===== src/hdl/ttc_pkg.sv =====
package ttc_pkg;
   // Register access decode on select and read/write lines
   localparam logic SEL_DATA = 1'b0;
   localparam logic SEL_CTRL = 1'b1;
   // Primary control field positions
   localparam int PC_TONE_OUT = 0;
   localparam int PC_CALL_PROG = 1;
   localparam int PC_IRQ_EN = 2;
   localparam int PC_SECOND_SEL = 3;
   // Secondary control field positions
   localparam int SC_BURST_N = 0;
   localparam int SC_TEST = 1;
   localparam int SC_SINGLE = 2;
   localparam int SC_COLUMN = 3;
   // Status field positions
   localparam int ST_IRQ = 0;
   localparam int ST_TX_EMPTY = 1;
   localparam int ST_RX_FULL = 2;
   localparam int ST_DSTEER = 3;
   // Reset values of the control registers
   localparam logic [3:0] PC_RESET = 4'h0;
   localparam logic [3:0] SC_RESET = 4'h0;
   // Burst timing
   localparam int CLK_MHZ = 250;
   localparam int BURST_MS = 50;
   localparam int CP_BURST_MS = 102;
   localparam longint BURST_CYC = longint'(BURST_MS) * 1000 * CLK_MHZ;
   localparam longint CP_BURST_CYC = longint'(CP_BURST_MS) * 1000 * CLK_MHZ;
   // Transmit sequencer states, Gray along idle-burst-pause
   typedef enum logic [1:0] {
      TX_IDLE = 2'b00,
      TX_BURST = 2'b01,
      TX_PAUSE = 2'b11
   } ttc_tx_e;
endpackage : ttc_pkg


===== src/hdl/ttc_control_regs.sv =====
`timescale 1ns/1ps
// How it works
// - Primary bit 0 high enables the tone output, burst or not.
// - Primary bit 1 picks tone mode (0) or call-progress detection (1).
// - Call-progress with interrupts on puts detected tones on the interrupt pin.
// - Call-progress plus burst doubles burst and pause to about 102 ms.
// - No received tone pair is decoded while call-progress is selected.
// - Tone mode with interrupts pulls the pin low on a validated tone.
// - Tone mode, interrupts and burst also pull the pin low on transmit ready.
// - Primary bit 3 sends only the next control write to the secondary register.
// - Burst mode makes each data write a fixed burst plus an equal pause.
// - After the pause transmit-empty status sets and an interrupt is raised.
// - Non-burst mode keeps tones on while enabled, with no timing.
// - Test mode shows inverted delayed steering on the interrupt pin.
// - Secondary bit 2 picks dual tones (0) or a single tone (1).
// - Single tone uses row group at bit 3 low, column group at high.
// - Select and read/write decode data write, data read, control, status.
// - Reading status clears interrupt, receive-full, transmit-empty and the request.
// - Transmit-ready sets 100 ms after a write, 204 ms when doubled.
module ttc_control_regs #(
   parameter longint BURST_CYCLES = ttc_pkg::BURST_CYC, // Burst length, tone mode
   parameter longint CP_BURST_CYCLES = ttc_pkg::CP_BURST_CYC // Burst length, call-progress
) (
   input wire logic clk, // 250 MHz clock
   input wire logic rst, // Synchronous reset, active high
   input wire logic cs_n, // Chip select pin, active low
   input wire logic register_select_line, // Register select pin
   input wire logic rd_wr, // 1 read, 0 write
   input wire logic strobe, // Access strobe pin, access ends on falling edge
   input wire logic [3:0] data_in, // Data bus from host
   output logic [3:0] data_out, // Read data to host
   output logic data_oe, // Read data drive enable
   output logic [3:0] tx_code, // Latched transmit digit code
   output logic tone_gen_on, // Tone generator running
   output logic single_tone, // Single tone generation
   output logic column_group, // Single tone from column group
   output logic call_progress_select, // Call-progress filter path on
   output logic rx_decode_en, // Receive decoder allowed
   input wire logic [3:0] rx_code, // Decoded receive digit
   input wire logic rx_valid, // Valid tone pair persisted for guard time
   input wire logic delayed_steer, // Delayed steering from receiver
   input wire logic cp_tone, // Call-progress tone detected
   output logic interrupt_progress_pin_o, // Interrupt pin output level
   output logic interrupt_progress_pin_oe // Interrupt pin drive enable
);
   logic [2:0] cs_sync_r;
   logic [2:0] rs_sync_r;
   logic [2:0] rw_sync_r;
   logic [2:0] stb_sync_r;
   logic [3:0] d_sync1_r;
   logic [3:0] d_sync2_r;
   logic stb_last_r;
   logic [3:0] pc_r;
   logic [3:0] pc_nxt;
   logic [3:0] sc_r;
   logic [3:0] sc_nxt;
   logic [3:0] txd_r;
   logic [3:0] txd_nxt;
   logic [3:0] rxd_r;
   logic [3:0] rxd_nxt;
   logic to_second_r;
   logic to_second_nxt;
   logic st_irq_r;
   logic st_irq_nxt;
   logic st_txe_r;
   logic st_txe_nxt;
   logic st_rxf_r;
   logic st_rxf_nxt;
   logic rx_valid_last_r;
   ttc_pkg::ttc_tx_e tx_st_r;
   ttc_pkg::ttc_tx_e tx_st_nxt;
   logic [39:0] cnt_r;
   logic [39:0] cnt_nxt;
   logic [39:0] burst_len;
   logic access_end;
   logic [1:0] acc_kind;
   logic wr_data;
   logic wr_ctrl;
   logic rd_stat;
   logic rx_new;
   logic burst_mode;
   logic [3:0] stat_word;
   logic pin_low;
   logic [3:0] data_out_nxt;
   logic tone_gen_on_nxt;
   logic single_tone_nxt;
   logic column_group_nxt;
   logic call_progress_select_nxt;
   logic rx_decode_en_nxt;
   logic pin_oe_nxt;

   // Three-stage synchronisers for control pins, two-stage for data pins
   always_ff @(posedge clk) begin
      cs_sync_r <= {cs_sync_r[1:0], cs_n};
      rs_sync_r <= {rs_sync_r[1:0], register_select_line};
      rw_sync_r <= {rw_sync_r[1:0], rd_wr};
      stb_sync_r <= {stb_sync_r[1:0], strobe};
      d_sync1_r <= data_in;
      d_sync2_r <= d_sync1_r;
      stb_last_r <= stb_sync_r[2];
   end

   // Match of a finished access against one select and read/write pair
   function automatic logic is_access(input logic fire, input logic [1:0] seen,
                                      input logic [1:0] want);
      return fire && (seen == want);
   endfunction

   // Access decode at the end of the strobe
   always_comb begin
      access_end = stb_last_r && !stb_sync_r[2] && !cs_sync_r[2];
      acc_kind = {rs_sync_r[2], rw_sync_r[2]};
      wr_data = is_access(access_end, acc_kind, {ttc_pkg::SEL_DATA, 1'b0});
      wr_ctrl = is_access(access_end, acc_kind, {ttc_pkg::SEL_CTRL, 1'b0});
      rd_stat = is_access(access_end, acc_kind, {ttc_pkg::SEL_CTRL, 1'b1});
      burst_mode = !sc_r[ttc_pkg::SC_BURST_N];
      rx_new = rx_valid && !rx_valid_last_r && !pc_r[ttc_pkg::PC_CALL_PROG];
      burst_len = pc_r[ttc_pkg::PC_CALL_PROG] ? CP_BURST_CYCLES[39:0]
                                              : BURST_CYCLES[39:0];
   end

   // Control register and steering next values
   always_comb begin
      pc_nxt = pc_r;
      sc_nxt = sc_r;
      to_second_nxt = to_second_r;
      txd_nxt = txd_r;
      rxd_nxt = rxd_r;
      if (wr_ctrl) begin
         if (to_second_r) begin
            sc_nxt = d_sync2_r;
            to_second_nxt = 1'b0;
         end else begin
            pc_nxt = d_sync2_r;
            to_second_nxt = d_sync2_r[ttc_pkg::PC_SECOND_SEL];
         end
      end
      if (wr_data) begin
         txd_nxt = d_sync2_r;
      end
      if (rx_new) begin
         rxd_nxt = rx_code;
      end
   end

   always_ff @(posedge clk) begin
      if (rst) begin
         pc_r <= ttc_pkg::PC_RESET;
         sc_r <= ttc_pkg::SC_RESET;
         to_second_r <= 1'b0;
         txd_r <= 4'h0;
         rxd_r <= 4'h0;
         rx_valid_last_r <= 1'b0;
      end else begin
         pc_r <= pc_nxt;
         sc_r <= sc_nxt;
         to_second_r <= to_second_nxt;
         txd_r <= txd_nxt;
         rxd_r <= rxd_nxt;
         rx_valid_last_r <= rx_valid;
      end
   end

   // Burst sequencer: burst, equal pause, then ready
   always_comb begin
      tx_st_nxt = tx_st_r;
      cnt_nxt = cnt_r;
      if (!burst_mode) begin
         tx_st_nxt = ttc_pkg::TX_IDLE;
         cnt_nxt = 40'h0;
      end else if (wr_data) begin
         tx_st_nxt = ttc_pkg::TX_BURST;
         cnt_nxt = 40'h0;
      end else begin
         unique case (tx_st_r)
            ttc_pkg::TX_IDLE: begin
               cnt_nxt = 40'h0;
            end
            ttc_pkg::TX_BURST: begin
               cnt_nxt = cnt_r + 40'h1;
               if (cnt_r == burst_len - 40'h1) begin
                  tx_st_nxt = ttc_pkg::TX_PAUSE;
                  cnt_nxt = 40'h0;
               end
            end
            ttc_pkg::TX_PAUSE: begin
               cnt_nxt = cnt_r + 40'h1;
               if (cnt_r == burst_len - 40'h1) begin
                  tx_st_nxt = ttc_pkg::TX_IDLE;
                  cnt_nxt = 40'h0;
               end
            end
            default: begin
               tx_st_nxt = ttc_pkg::TX_IDLE;
            end
         endcase
      end
   end

   always_ff @(posedge clk) begin
      if (rst) begin
         tx_st_r <= ttc_pkg::TX_IDLE;
         cnt_r <= 40'h0;
      end else begin
         tx_st_r <= tx_st_nxt;
         cnt_r <= cnt_nxt;
      end
   end

   // Status flags; a new event wins over the read clear
   always_comb begin
      st_txe_nxt = st_txe_r;
      st_rxf_nxt = st_rxf_r;
      st_irq_nxt = st_irq_r;
      if (rd_stat) begin
         st_txe_nxt = 1'b0;
         st_rxf_nxt = 1'b0;
         st_irq_nxt = 1'b0;
      end
      if (!burst_mode) begin
         st_txe_nxt = 1'b0;
      end else if (tx_st_r == ttc_pkg::TX_PAUSE && tx_st_nxt == ttc_pkg::TX_IDLE) begin
         st_txe_nxt = 1'b1;
         st_irq_nxt = 1'b1;
      end
      if (rx_new) begin
         st_rxf_nxt = 1'b1;
         st_irq_nxt = 1'b1;
      end
   end

   always_ff @(posedge clk) begin
      if (rst) begin
         st_irq_r <= 1'b0;
         st_txe_r <= 1'b0;
         st_rxf_r <= 1'b0;
      end else begin
         st_irq_r <= st_irq_nxt;
         st_txe_r <= st_txe_nxt;
         st_rxf_r <= st_rxf_nxt;
      end
   end

   // Interrupt pin source selection
   always_comb begin
      if (sc_r[ttc_pkg::SC_TEST]) begin
         pin_low = delayed_steer;
      end else if (pc_r[ttc_pkg::PC_IRQ_EN] && pc_r[ttc_pkg::PC_CALL_PROG]) begin
         pin_low = !cp_tone;
      end else if (pc_r[ttc_pkg::PC_IRQ_EN]) begin
         pin_low = st_irq_r;
      end else begin
         pin_low = 1'b0;
      end
      stat_word = 4'h0;
      stat_word[ttc_pkg::ST_IRQ] = st_irq_r;
      stat_word[ttc_pkg::ST_TX_EMPTY] = st_txe_r;
      stat_word[ttc_pkg::ST_RX_FULL] = st_rxf_r;
      stat_word[ttc_pkg::ST_DSTEER] = !delayed_steer;
   end

   // Next values of the registered outputs
   always_comb begin
      data_out_nxt = rs_sync_r[2] ? stat_word : rxd_r;
      tone_gen_on_nxt = pc_r[ttc_pkg::PC_TONE_OUT] &&
                        (!burst_mode || tx_st_r == ttc_pkg::TX_BURST);
      single_tone_nxt = sc_r[ttc_pkg::SC_SINGLE];
      column_group_nxt = sc_r[ttc_pkg::SC_COLUMN];
      call_progress_select_nxt = pc_r[ttc_pkg::PC_CALL_PROG];
      rx_decode_en_nxt = !pc_r[ttc_pkg::PC_CALL_PROG];
      pin_oe_nxt = pin_low;
   end

   // Registered outputs to datapath and pins
   always_ff @(posedge clk) begin
      if (rst) begin
         data_out <= 4'h0;
         tx_code <= 4'h0;
         tone_gen_on <= 1'b0;
         single_tone <= 1'b0;
         column_group <= 1'b0;
         call_progress_select <= 1'b0;
         rx_decode_en <= 1'b0;
         interrupt_progress_pin_o <= 1'b0;
         interrupt_progress_pin_oe <= 1'b0;
      end else begin
         data_out <= data_out_nxt;
         tx_code <= txd_r;
         tone_gen_on <= tone_gen_on_nxt;
         single_tone <= single_tone_nxt;
         column_group <= column_group_nxt;
         call_progress_select <= call_progress_select_nxt;
         rx_decode_en <= rx_decode_en_nxt;
         interrupt_progress_pin_o <= 1'b0;
         interrupt_progress_pin_oe <= pin_oe_nxt;
      end
   end

   // Read data drive while a selected read has its strobe high
   assign data_oe = !cs_sync_r[2] && rw_sync_r[2] && stb_sync_r[2];

endmodule // ttc_control_regs


===== config.mk =====
export PLATFORM = sky130hd
export DESIGN_NAME = ttc_control_regs
export DESIGN_NICKNAME = d
export VERILOG_FILES = /design/src/hdl/ttc_pkg.sv /design/src/hdl/ttc_control_regs.sv
export SDC_FILE = /design/constraint.sdc
export NUM_CORES = 1
export LEC_CHECK = 0
export ABC_AREA = 1
export BUFFER_PORTS_ARGS = -buffer_cell sky130_fd_sc_hd__buf_4
export CELL_PAD_IN_SITES_DETAIL_PLACEMENT = 1
export CELL_PAD_IN_SITES_GLOBAL_PLACEMENT = 1
export CORE_ASPECT_RATIO = 0.5
export CORE_UTILIZATION = 47
export CTS_CLUSTER_SIZE = 12
export DETAILED_ROUTE_END_ITERATION = 6
export PLACE_DENSITY_LB_ADDON = 0.1
export SYNTH_ARGS = -nofsm -noshare
export SYNTH_HDL_FRONTEND = slang
export SYNTH_SLANG_ARGS = --single-unit

===== constraint.sdc =====
create_clock -name clk -period 4.3 [get_ports clk]
set_input_delay 0.86 -clock clk [delete_from_list [all_inputs] [get_ports clk]]
set_output_delay 0.86 -clock clk [all_outputs]
set_load 0.01 [all_outputs]

Yosys cells after proc, flatten, opt, wreduce, memory -nomap -nowiden. Cells that the tools add are included.

Bits in registers: 97. Input bits: 17. Output and inout bits: 16. Logic and storage cells: 84.

Add/sub/neg operators: 2. Equality and inequality tests: 5. Mux-type cells: 20. Bitwise logic cells: 1. Reductions and logical operators: 30.

Operators by type and width (number): $pmux 40 s2 (1); $add 40x1->40 const B (1); $eq 40x40->1 (1); $mux 40 (1); $sub 25x1->26 const B (1); $mux 25 (1); $logic_and 1x1->1 (12); $mux 1 (11); $mux 2 (4); $eq 2x2->1 const B (3); $logic_not 1->1 (6); $logic_not 2->1 (3); $pmux 2 s3 (1); $reduce_bool 2->1 (3); $mux 4 (1); $reduce_and 2->1 (2); $reduce_or 2->1 (2); $reduce_or 3->1 (1); $eq 2x1->1 const B (1); $logic_or 1x1->1 (1); $not 1->1 (1).

Longest topological paths before layout. Gate-level depths: netlist of the first run.

Word-level depth: 12. Depth in mapped cells: 13. Depth with buffers taken out: 12.

Worst setup path before layout of the first run. OpenSTA, ideal clock, no wires.

Kind: input-to-reg. Start point: input port rst. End point: register cnt_r[10]. Setup time: 0.064 ns. Data arrival time: 1.888 ns. Required time: 4.236 ns. Setup slack: 2.348 ns. Cell stages on the path: 9. Buffers on the path: 1. Cell sequence: clkbuf_1 -> nor2_1 -> inv_1 -> nor2_2 -> inv_2 -> a21oi_1 -> nand2_1 -> o21a_1 -> nor2_1.

Longest elaborated chain between the ends: 1.

Ends and longest elaborated chain: start: declaration (line ttc_control_regs.sv:25) `input wire logic rst,`; $reduce_or 3->1 (no source line); end signal: assignment (line ttc_control_regs.sv:206) `cnt_r <= cnt_nxt;`; end: declaration (line ttc_control_regs.sv:72) `logic [39:0] cnt_r;`.

Every way passes these cells. A chain may end at the register's enable or synchronous reset.

Final worst setup path of the first run.
Start point: register tx_st_r[0]. End point: register cnt_r[10].

Longest elaborated chain between the ends: 3. Elaborated cells on any way between the ends: 6. Classes of those cells: eq/ne: 2; mux: 1; reduce/logical: 3.

Ends and longest elaborated chain: start: declaration (line ttc_control_regs.sv:70) `ttc_pkg::ttc_tx_e tx_st_r;`; start signal: assignment (line ttc_control_regs.sv:202) `tx_st_r <= ttc_pkg::TX_IDLE;`; start signal: assignment (line ttc_control_regs.sv:205) `tx_st_r <= tx_st_nxt;`; $eq 2x2->1 / $eq 2x1->1 (equally long branches) (line ttc_control_regs.sv:175) `unique case (tx_st_r)`; $reduce_or 2->1 (no source line); $pmux 40 s2 / $reduce_bool 2->1 (equally long branches).

Several ways; a longest one is shown, not always the timed one.

==> results of run 1 <==
state kept, by name, summed over array words and instances, names as in the netlist, 3 cells and up:
signal,cells
cnt_r,40
cs_sync_r,3
d_sync1_r,4
d_sync2_r,4
data_out,4
pc_r,3
rs_sync_r,3
rw_sync_r,3
rxd_r,4
sc_r,4
stb_sync_r,3
tx_code,4
txd_r,4
cells by family after synthesis:
family | after synthesis | synth area share [%]
adder cells (fa/ha/maj) | 1 | 0.284
AO/OA/AOI/OAI | 96 | 11.9
AND/OR/NAND/NOR | 324 | 33.5
buffers and inverters | 93 | 8.57
flip-flops | 97 | 44.0
XOR/XNOR | 8 | 1.59
other | 1 | 0.0850
how the worst max path moves through the flow:
stage | startpoint | depth (start not counted) | end
after detailed placement | rst | 9 | cnt_r[10]$_SDFFE_PP0N_
after CTS | tx_st_r[0]$_SDFF_PP0_ | 7 | cnt_r[10]$_SDFFE_PP0N_
final | tx_st_r[0]$_SDFF_PP0_ | 7 | cnt_r[10]$_SDFFE_PP0N_
after global routing | tx_st_r[0]$_SDFF_PP0_ | 6 | cnt_r[7]$_SDFFE_PP0N_
after global placement | tx_st_r[0]$_SDFF_PP0_ | 7 | cnt_r[10]$_SDFFE_PP0N_
after floorplan | rst | 9 | cnt_r[10]$_SDFFE_PP0N_
metal layers:
metal,part of all wire [%],vias to the layer above
met5,0,-
met4,1.4,0
met3,5.1,16
met2,46,99
met1,47,2053
li1,-,2057
Yosys cell counts:
master / count
nand3b_1: 3
buf_2: 7
xor2_1: 5
nor2_2: 9
o21ai_0: 27
nor3_1: 23
a21oi_1: 50
nand3_2: 1
a21boi_0: 1
nand2_4: 4
and3_1: 1
clkbuf_2: 1
ha_1: 1
buf_4: 1
o21bai_1: 2
nor3b_1: 3
conb_1: 1
o22ai_1: 3
o21ai_1: 1
xnor2_1: 3
nor4_2: 1
nor2_4: 4
nand2_1: 115
a31o_2: 2
nand2_2: 4
nand3_1: 45
nor4_1: 1
o21ai_2: 1
inv_1: 73
nor2_1: 96
dfxtp_1: 97
o21a_1: 2
nor3_2: 2
inv_2: 2
nand4_1: 12
clkinv_1: 2
a211oi_1: 7
buf_6: 2
buf_1: 2
clkbuf_1: 3
through the flow:
step | util (%) | hold slack (ns)
after floorplan | - | 0.310
after detailed placement | 53.0 | 0.313
after global placement | 53.0 | 0.310
after CTS | 56.4 | 0.331
after global routing | 56.4 | 0.336
final | 56.4 | 0.329
final cells by class:
| cell class | count | share of cell area (%) |
|---|---|---|
| clock inverter | 6 | 1.25 |
| multi-input combinational | 430 | 41.7 |
| timing repair buffer | 32 | 4.80 |
| clock buffer | 10 | 4.77 |
| tap | 117 | 2.92 |
| inverter | 77 | 5.77 |
| sequential | 97 | 38.8 |
worst reg2reg max path, cell delays in order, from the launching register on:
cell and delay [ns]:
dfxtp_1 0.59, nor2_2 0.61, buf_4 0.36, clkinv_1 0.34, nand2_4 0.20, nand2_4 0.12, o21a_1 0.21, nor2_1 0.08
power by group through the flow:
stage                      logic, W  registers (W)  clock network (W)
after global routing      0.0000940       0.000943           0.000862
final                     0.0000843       0.000941           0.000818
after global placement    0.0000791       0.000959                  0
after floorplan           0.0000575       0.000951                  0
after detailed placement  0.0000829       0.000961                  0
after CTS                 0.0000847       0.000940           0.000828
==> impl_metrics.toml, run 1 <==
[clock_tree]
cts_sinks = 97
worstSkewPairLatency_ns = 0.35
clock_path_buffers = 2
postCtsResizedCells = 0
cts_tree = "done"
clock-root-buffer = "clkbuf_16"
clk_pin_slew_ns = 0.08
htreeDepth = 3
hold_buffers = 0
cts_setup_buffers = 0
cts_buffers = 9

[setup_path]
slowest_delay_ns = 0.61
path_buf_inv = 2
critPathTopFamily = "simple AND/OR/NAND/NOR gates"
r2r_end = "cnt_r[10]$_SDFFE_PP0N_"
required_ns = 4.59
reg2regPathDepth = 7
r2r_start = "tx_st_r[0]$_SDFF_PP0_"
critical_path_arrival_ns = 2.87
r2r_slack_ns = 1.72
start_kind = "register"
worst-path-max-fanout = 18
slowest_stage = "nor2_2"
crit_type = "reg -> reg"
path_cells = "nor2_2, buf_4, clkinv_1, nand2_4, nand2_4, o21a_1, nor2_1"
cpMostUsedCell = "nand2_4"
critical_path.endpoint_type = "register"

[sta]
finalWorstSetupSlack_ns = 1.72
drv_slew = 0
worst_pin_slew_ns = 0.854
finalSetupTns_ns = 0
final_hold_viol_count = 0
min_period_ns = 2.58
slew_headroom_pct = 43.0
finalSetupViolations = 0
clock_skew_ns = 0.00821
post-route-period-util_pct = 60.0
rsz0062_at_grt = "no"
fmax_ghz = 0.388

[final_layout]
diodes = 0
regArea_um2 = 1940
final_cell_mix = "nand2_1, dfxtp_1, nor2_1"
nets = 665
final_common_cell = "nand2_1"
stdcell_count = 769
multiInputGateArea_um2 = 2090
n_fill_cell = 1167
drive_gt1_share_pct = 12.0
design_area_um2 = 5010
area_growth_syn_to_layout_pct = 13.6

[placed_design]
dp_cells = 753
numPortBuffers = 31
dpl_cell_area_um2 = 4710
place_ws_ns = 1.77
routabilityCongestion = 0.966
detailed_place_hpwl_um = 9810

[detailed_routing]
drt-initial-drc-count = 289
route.detailed.drc = 0
ant_nets = 0
drt-pass1-iter-count = 6
viasPerCell = 5.49
wire_per_inst_um = 17.5
vias = 4225
wl_um = 13400

[pwr]
power_frac_comb_pct = 4.6
p_switching_w = 0.000464
vdd_drop_max_uv = 242
leakage_nw = 1.84
power.internal_w = 0.00138
power_density_nw_per_um2 = 368
pwr-share-clk_pct = 44.4
total_power_w = 0.00184
seq_power_share_pct = 51.0
sw_frac_of_total_pct = 25.2

[synthesis]
synth_area_leaders = "dfxtp_1, nand2_1, nor2_1, inv_1, a21oi_1"
seq_area_frac_synth_pct = 44.0
yosys_register_bits = 97
synth_top_cell_area_share_pct = 44.0
syn_area_um2 = 4410
syn_area_per_cell_um2 = 7.11
ys_warn_count = 0
synth_cells = 620
ys_types = 40
synth_nets = 638
synth_top_area_cell = "dfxtp_1"

[global_route]
grt_max_degree = 27
grt_use_met3_pct = 7.06
gr-total-overflow = 0
use_met1_pct = 37.7
grt_pass1_vias = 4259
grt_use_total_pct = 29.4
grt_util_met2_pct = 49.9
grt_antenna_before_repair = 0
grt_pass1_wl_um = 22100
grt_busiest_layer = "met2"

[hold_path]
hold_end = "d_sync2_r[2]$_DFF_P_"
hp-start = "d_sync1_r[2]$_DFF_P_"
hp-class = "reg -> reg"
min_path_cells = 0

[floorplanning]
die_w_um = 139
ios = 33
rows = 24
initial_core_util_pct = 49.6
dieArea_um2 = 9800
core-area_um2 = 8890
die_h_um = 70.5

[status]
status = "complete, no violations"

[job]
maxCapViolations = 0
No activity file was read; power rests on OpenSTA's default activity.
==> inputs of run 2 (changes only) <==
ABC_AREA = 0   (was 1)
CORE_UTILIZATION = 45   (was 47)
clock period = 2.7 ns   (was 4.3 ns; I/O delays follow)
==> impl_metrics.toml, run 2 <==
[setup_path]
slowest_stage = "or4_1"
slowest_delay_ns = 0.74
worst-path-max-fanout = 10
cpMostUsedCell = "or4_1"
critical_path.endpoint_type = "register"
path_cells = "nand4_2, or4_1, or4_1, and4b_1, a221o_1"
r2r_slack_ns = 0.22
critical_path_arrival_ns = 2.72
path_buf_inv = 0
crit_type = "reg -> reg"
start_kind = "register"
r2r_end = "cnt_r[33]$_SDFFE_PP0N_"
critPathTopFamily = "simple AND/OR/NAND/NOR gates"
required_ns = 2.94
r2r_start = "cnt_r[12]$_SDFFE_PP0N_"
reg2regPathDepth = 5

[synthesis]
synth_top_family_by_area = "simple AND/OR/NAND/NOR gates"
seq_area_frac_synth_pct = 47.0
synth_nets = 488
ys_types = 54
synthArstFlopShare_pct = 0
syn_area_per_cell_um2 = 8.79
synth_mux_area_share_pct = 4.18
yosys_register_bits = 97
synth_top_area_cell = "dfxtp_1"
synth-simple-area-share_pct = 32.3
synth_area_leaders = "dfxtp_1, nand2_1, nand3_1, mux2i_1, nor2_1"
synth_top_cell_area_share_pct = 47.0
synth-compound-area-share_pct = 12.4
synth.most_common_cell = "dfxtp_1"
synth_cells = 470
synthFlopType = "dfxtp_1"
ys_warn_count = 0
synth-adder-area-share_pct = 0.303
synth-edff-count = 0
yosys-top-cells-count = "dfxtp_1, nand2_1, nor2_1"
yosys.area_share.xor_xnor_pct = 0.636
syn_area_um2 = 4130

[global_route]
grt_use_total_pct = 26.0
grt_pass1_wl_um = 19100
grt_max_degree = 36
grt_pass1_vias = 3734
gr-total-overflow = 0
grt_antenna_before_repair = 0

[sta]
fmax_ghz = 0.403
post-route-period-util_pct = 91.9
min_period_ns = 2.48
slew_headroom_pct = 58.8
finalSetupTns_ns = 0
worst_pin_slew_ns = 0.613
final_hold_viol_count = 0
rsz0062_at_grt = "no"
drv_slew = 0
hold_slack_ns = 0.286
clock_skew_ns = 0.00702
finalSetupViolations = 0

[hold_path]
hold_end = "rs_sync_r[0]$_DFF_P_"
min_path_cells = 1
hp-class = "in -> reg"
hp-start = "register_select_line"

[placed_design]
routabilityCongestion = 0.851
numPortBuffers = 31
detailed_place_hpwl_um = 7840

[detailed_routing]
dr_wl_met2_um = 5300
dr_wl_met3_um = 627
viasPerCell = 6.00
route.detailed.drc = 0
wl_um = 11500
ant_nets = 0
dr.max_layer_used = "met4"
drt-met1-wl_um = 5440
vias = 3779
wire_per_inst_um = 18.2
drt-initial-drc-count = 255
drt-pass1-iter-count = 5

[floorplanning]
die_w_um = 138
die_h_um = 69.8
initial_core_util_pct = 47.0
ios = 33
dieArea_um2 = 9590
core-area_um2 = 8800
rows = 24

[clock_tree]
clock-root-buffer = "clkbuf_16"
worstSkewPairLatency_ns = 0.35
clk_pin_slew_ns = 0.07
cts_tree = "done"
htreeDepth = 3
clock_path_buffers = 2
postCtsResizedCells = 0
cts_buffers = 9
cts_sinks = 97
hold_buffers = 0
cts_setup_buffers = 0

[final_layout]
final_cell_mix = "dfxtp_1, buf_4, nand2_1"
n_fill_cell = 1070
drive_gt1_share_pct = 15.2
largest_register = "cnt_r"
nets = 527
largest_reg_flops = 40
diodes = 0
final_common_cell = "dfxtp_1"
area_growth_syn_to_layout_pct = 17.7

[pwr]
vdd_drop_max_uv = 310
power_density_nw_per_um2 = 577
leakage_nw = 1.86

[status]
status = "complete, no violations"

[job]
maxCapViolations = 0
-- run 2: cell types whose count changed in the layout (fill, tap and decap cells not counted), moves of 17 or more --
cell,before,now
nand2_1,115,51
o21ai_0,27,10
a21oi_1,50,21
nor2_1,96,38
buf_4,32,53
inv_1,73,4
-- run 2: worst register-to-register path: stages (launching register included) --
cell     delay, ns
dfxtp_1       0.47
nand4_2       0.20
or4_1         0.74
or4_1         0.52
and4b_1       0.20
a221o_1       0.25
-- run 2: per-layer routing --
| layer | GRT usage [%] | up-vias |
|---|---|---|
| met5 | 0 | - |
| met4 | 7.45 | 0 |
| met3 | 6.43 | 17 |
| met2 | 40.5 | 118 |
| met1 | 35.6 | 1829 |
| li1 | - | 1815 |
-- run 2: through the flow --
step | setup slack, ns | power (W) | cell area (um2) | cells | util, %
floorplan | 0.452 | 0.00155 | 4130 | 470 | -
global placement | 0.257 | 0.00159 | 4580 | 615 | 52.1
detailed placement | 0.239 | 0.00160 | 4580 | 615 | 52.1
CTS | 0.223 | 0.00284 | 4870 | 630 | 55.3
global route | 0.0942 | 0.00290 | 4870 | 630 | 55.3
finish | 0.220 | 0.00281 | 4870 | 630 | 55.3
-- run 2: how the worst max path moves through the flow --
stage,startpoint,to,slack [ns],cells past startpoint
2_1_floorplan,cnt_r[0]$_SDFFE_PP0N_,cnt_r[26]$_SDFFE_PP0N_,0.45,7
3_3_place_gp,cnt_r[12]$_SDFFE_PP0N_,cnt_r[33]$_SDFFE_PP0N_,0.26,5
3_5_place_dp,cnt_r[12]$_SDFFE_PP0N_,cnt_r[33]$_SDFFE_PP0N_,0.24,5
4_1_cts,cnt_r[12]$_SDFFE_PP0N_,cnt_r[33]$_SDFFE_PP0N_,0.22,5
5_1_grt,cnt_r[8]$_SDFFE_PP0N_,cnt_r[33]$_SDFFE_PP0N_,0.09,5
6_report,cnt_r[12]$_SDFFE_PP0N_,cnt_r[33]$_SDFFE_PP0N_,0.22,5
-- run 2: layout make-up --
type | count | area [um2] | share of cell area [%]
Clock buffer | 9 | 225 | 4.63
Clock inverter | 6 | 57.6 | 1.18
Multi-Input combinational cell | 343 | 2080 | 42.7
Inverter | 5 | 18.8 | 0.386
Sequential cell | 97 | 1940 | 39.9
Tap cell | 117 | 146 | 3.01
Timing Repair Buffer | 53 | 398 | 8.18
-- run 2: logic make-up (layout without fill, tap and decap cells) --
logic type,Yosys count,in the layout
DFF,97,97
and+or+nand+nor,247,247
other,1,1
buffers and inverters,30,73
AOI/OAI and AO/OA,74,74
xor gates and xnor gates,3,3
muxes,17,17
adders and majority gates,1,1
-- run 2: power breakdown --
part	switching, W	internal (W)	total, W	leakage, nW
registers	0.0000179	0.00146	0.00148	0.792
logic	0.0000454	0.0000427	0.0000881	0.930
clock network	0.000598	0.000644	0.00124	0.141
total	0.000661	0.00215	0.00281	1.86
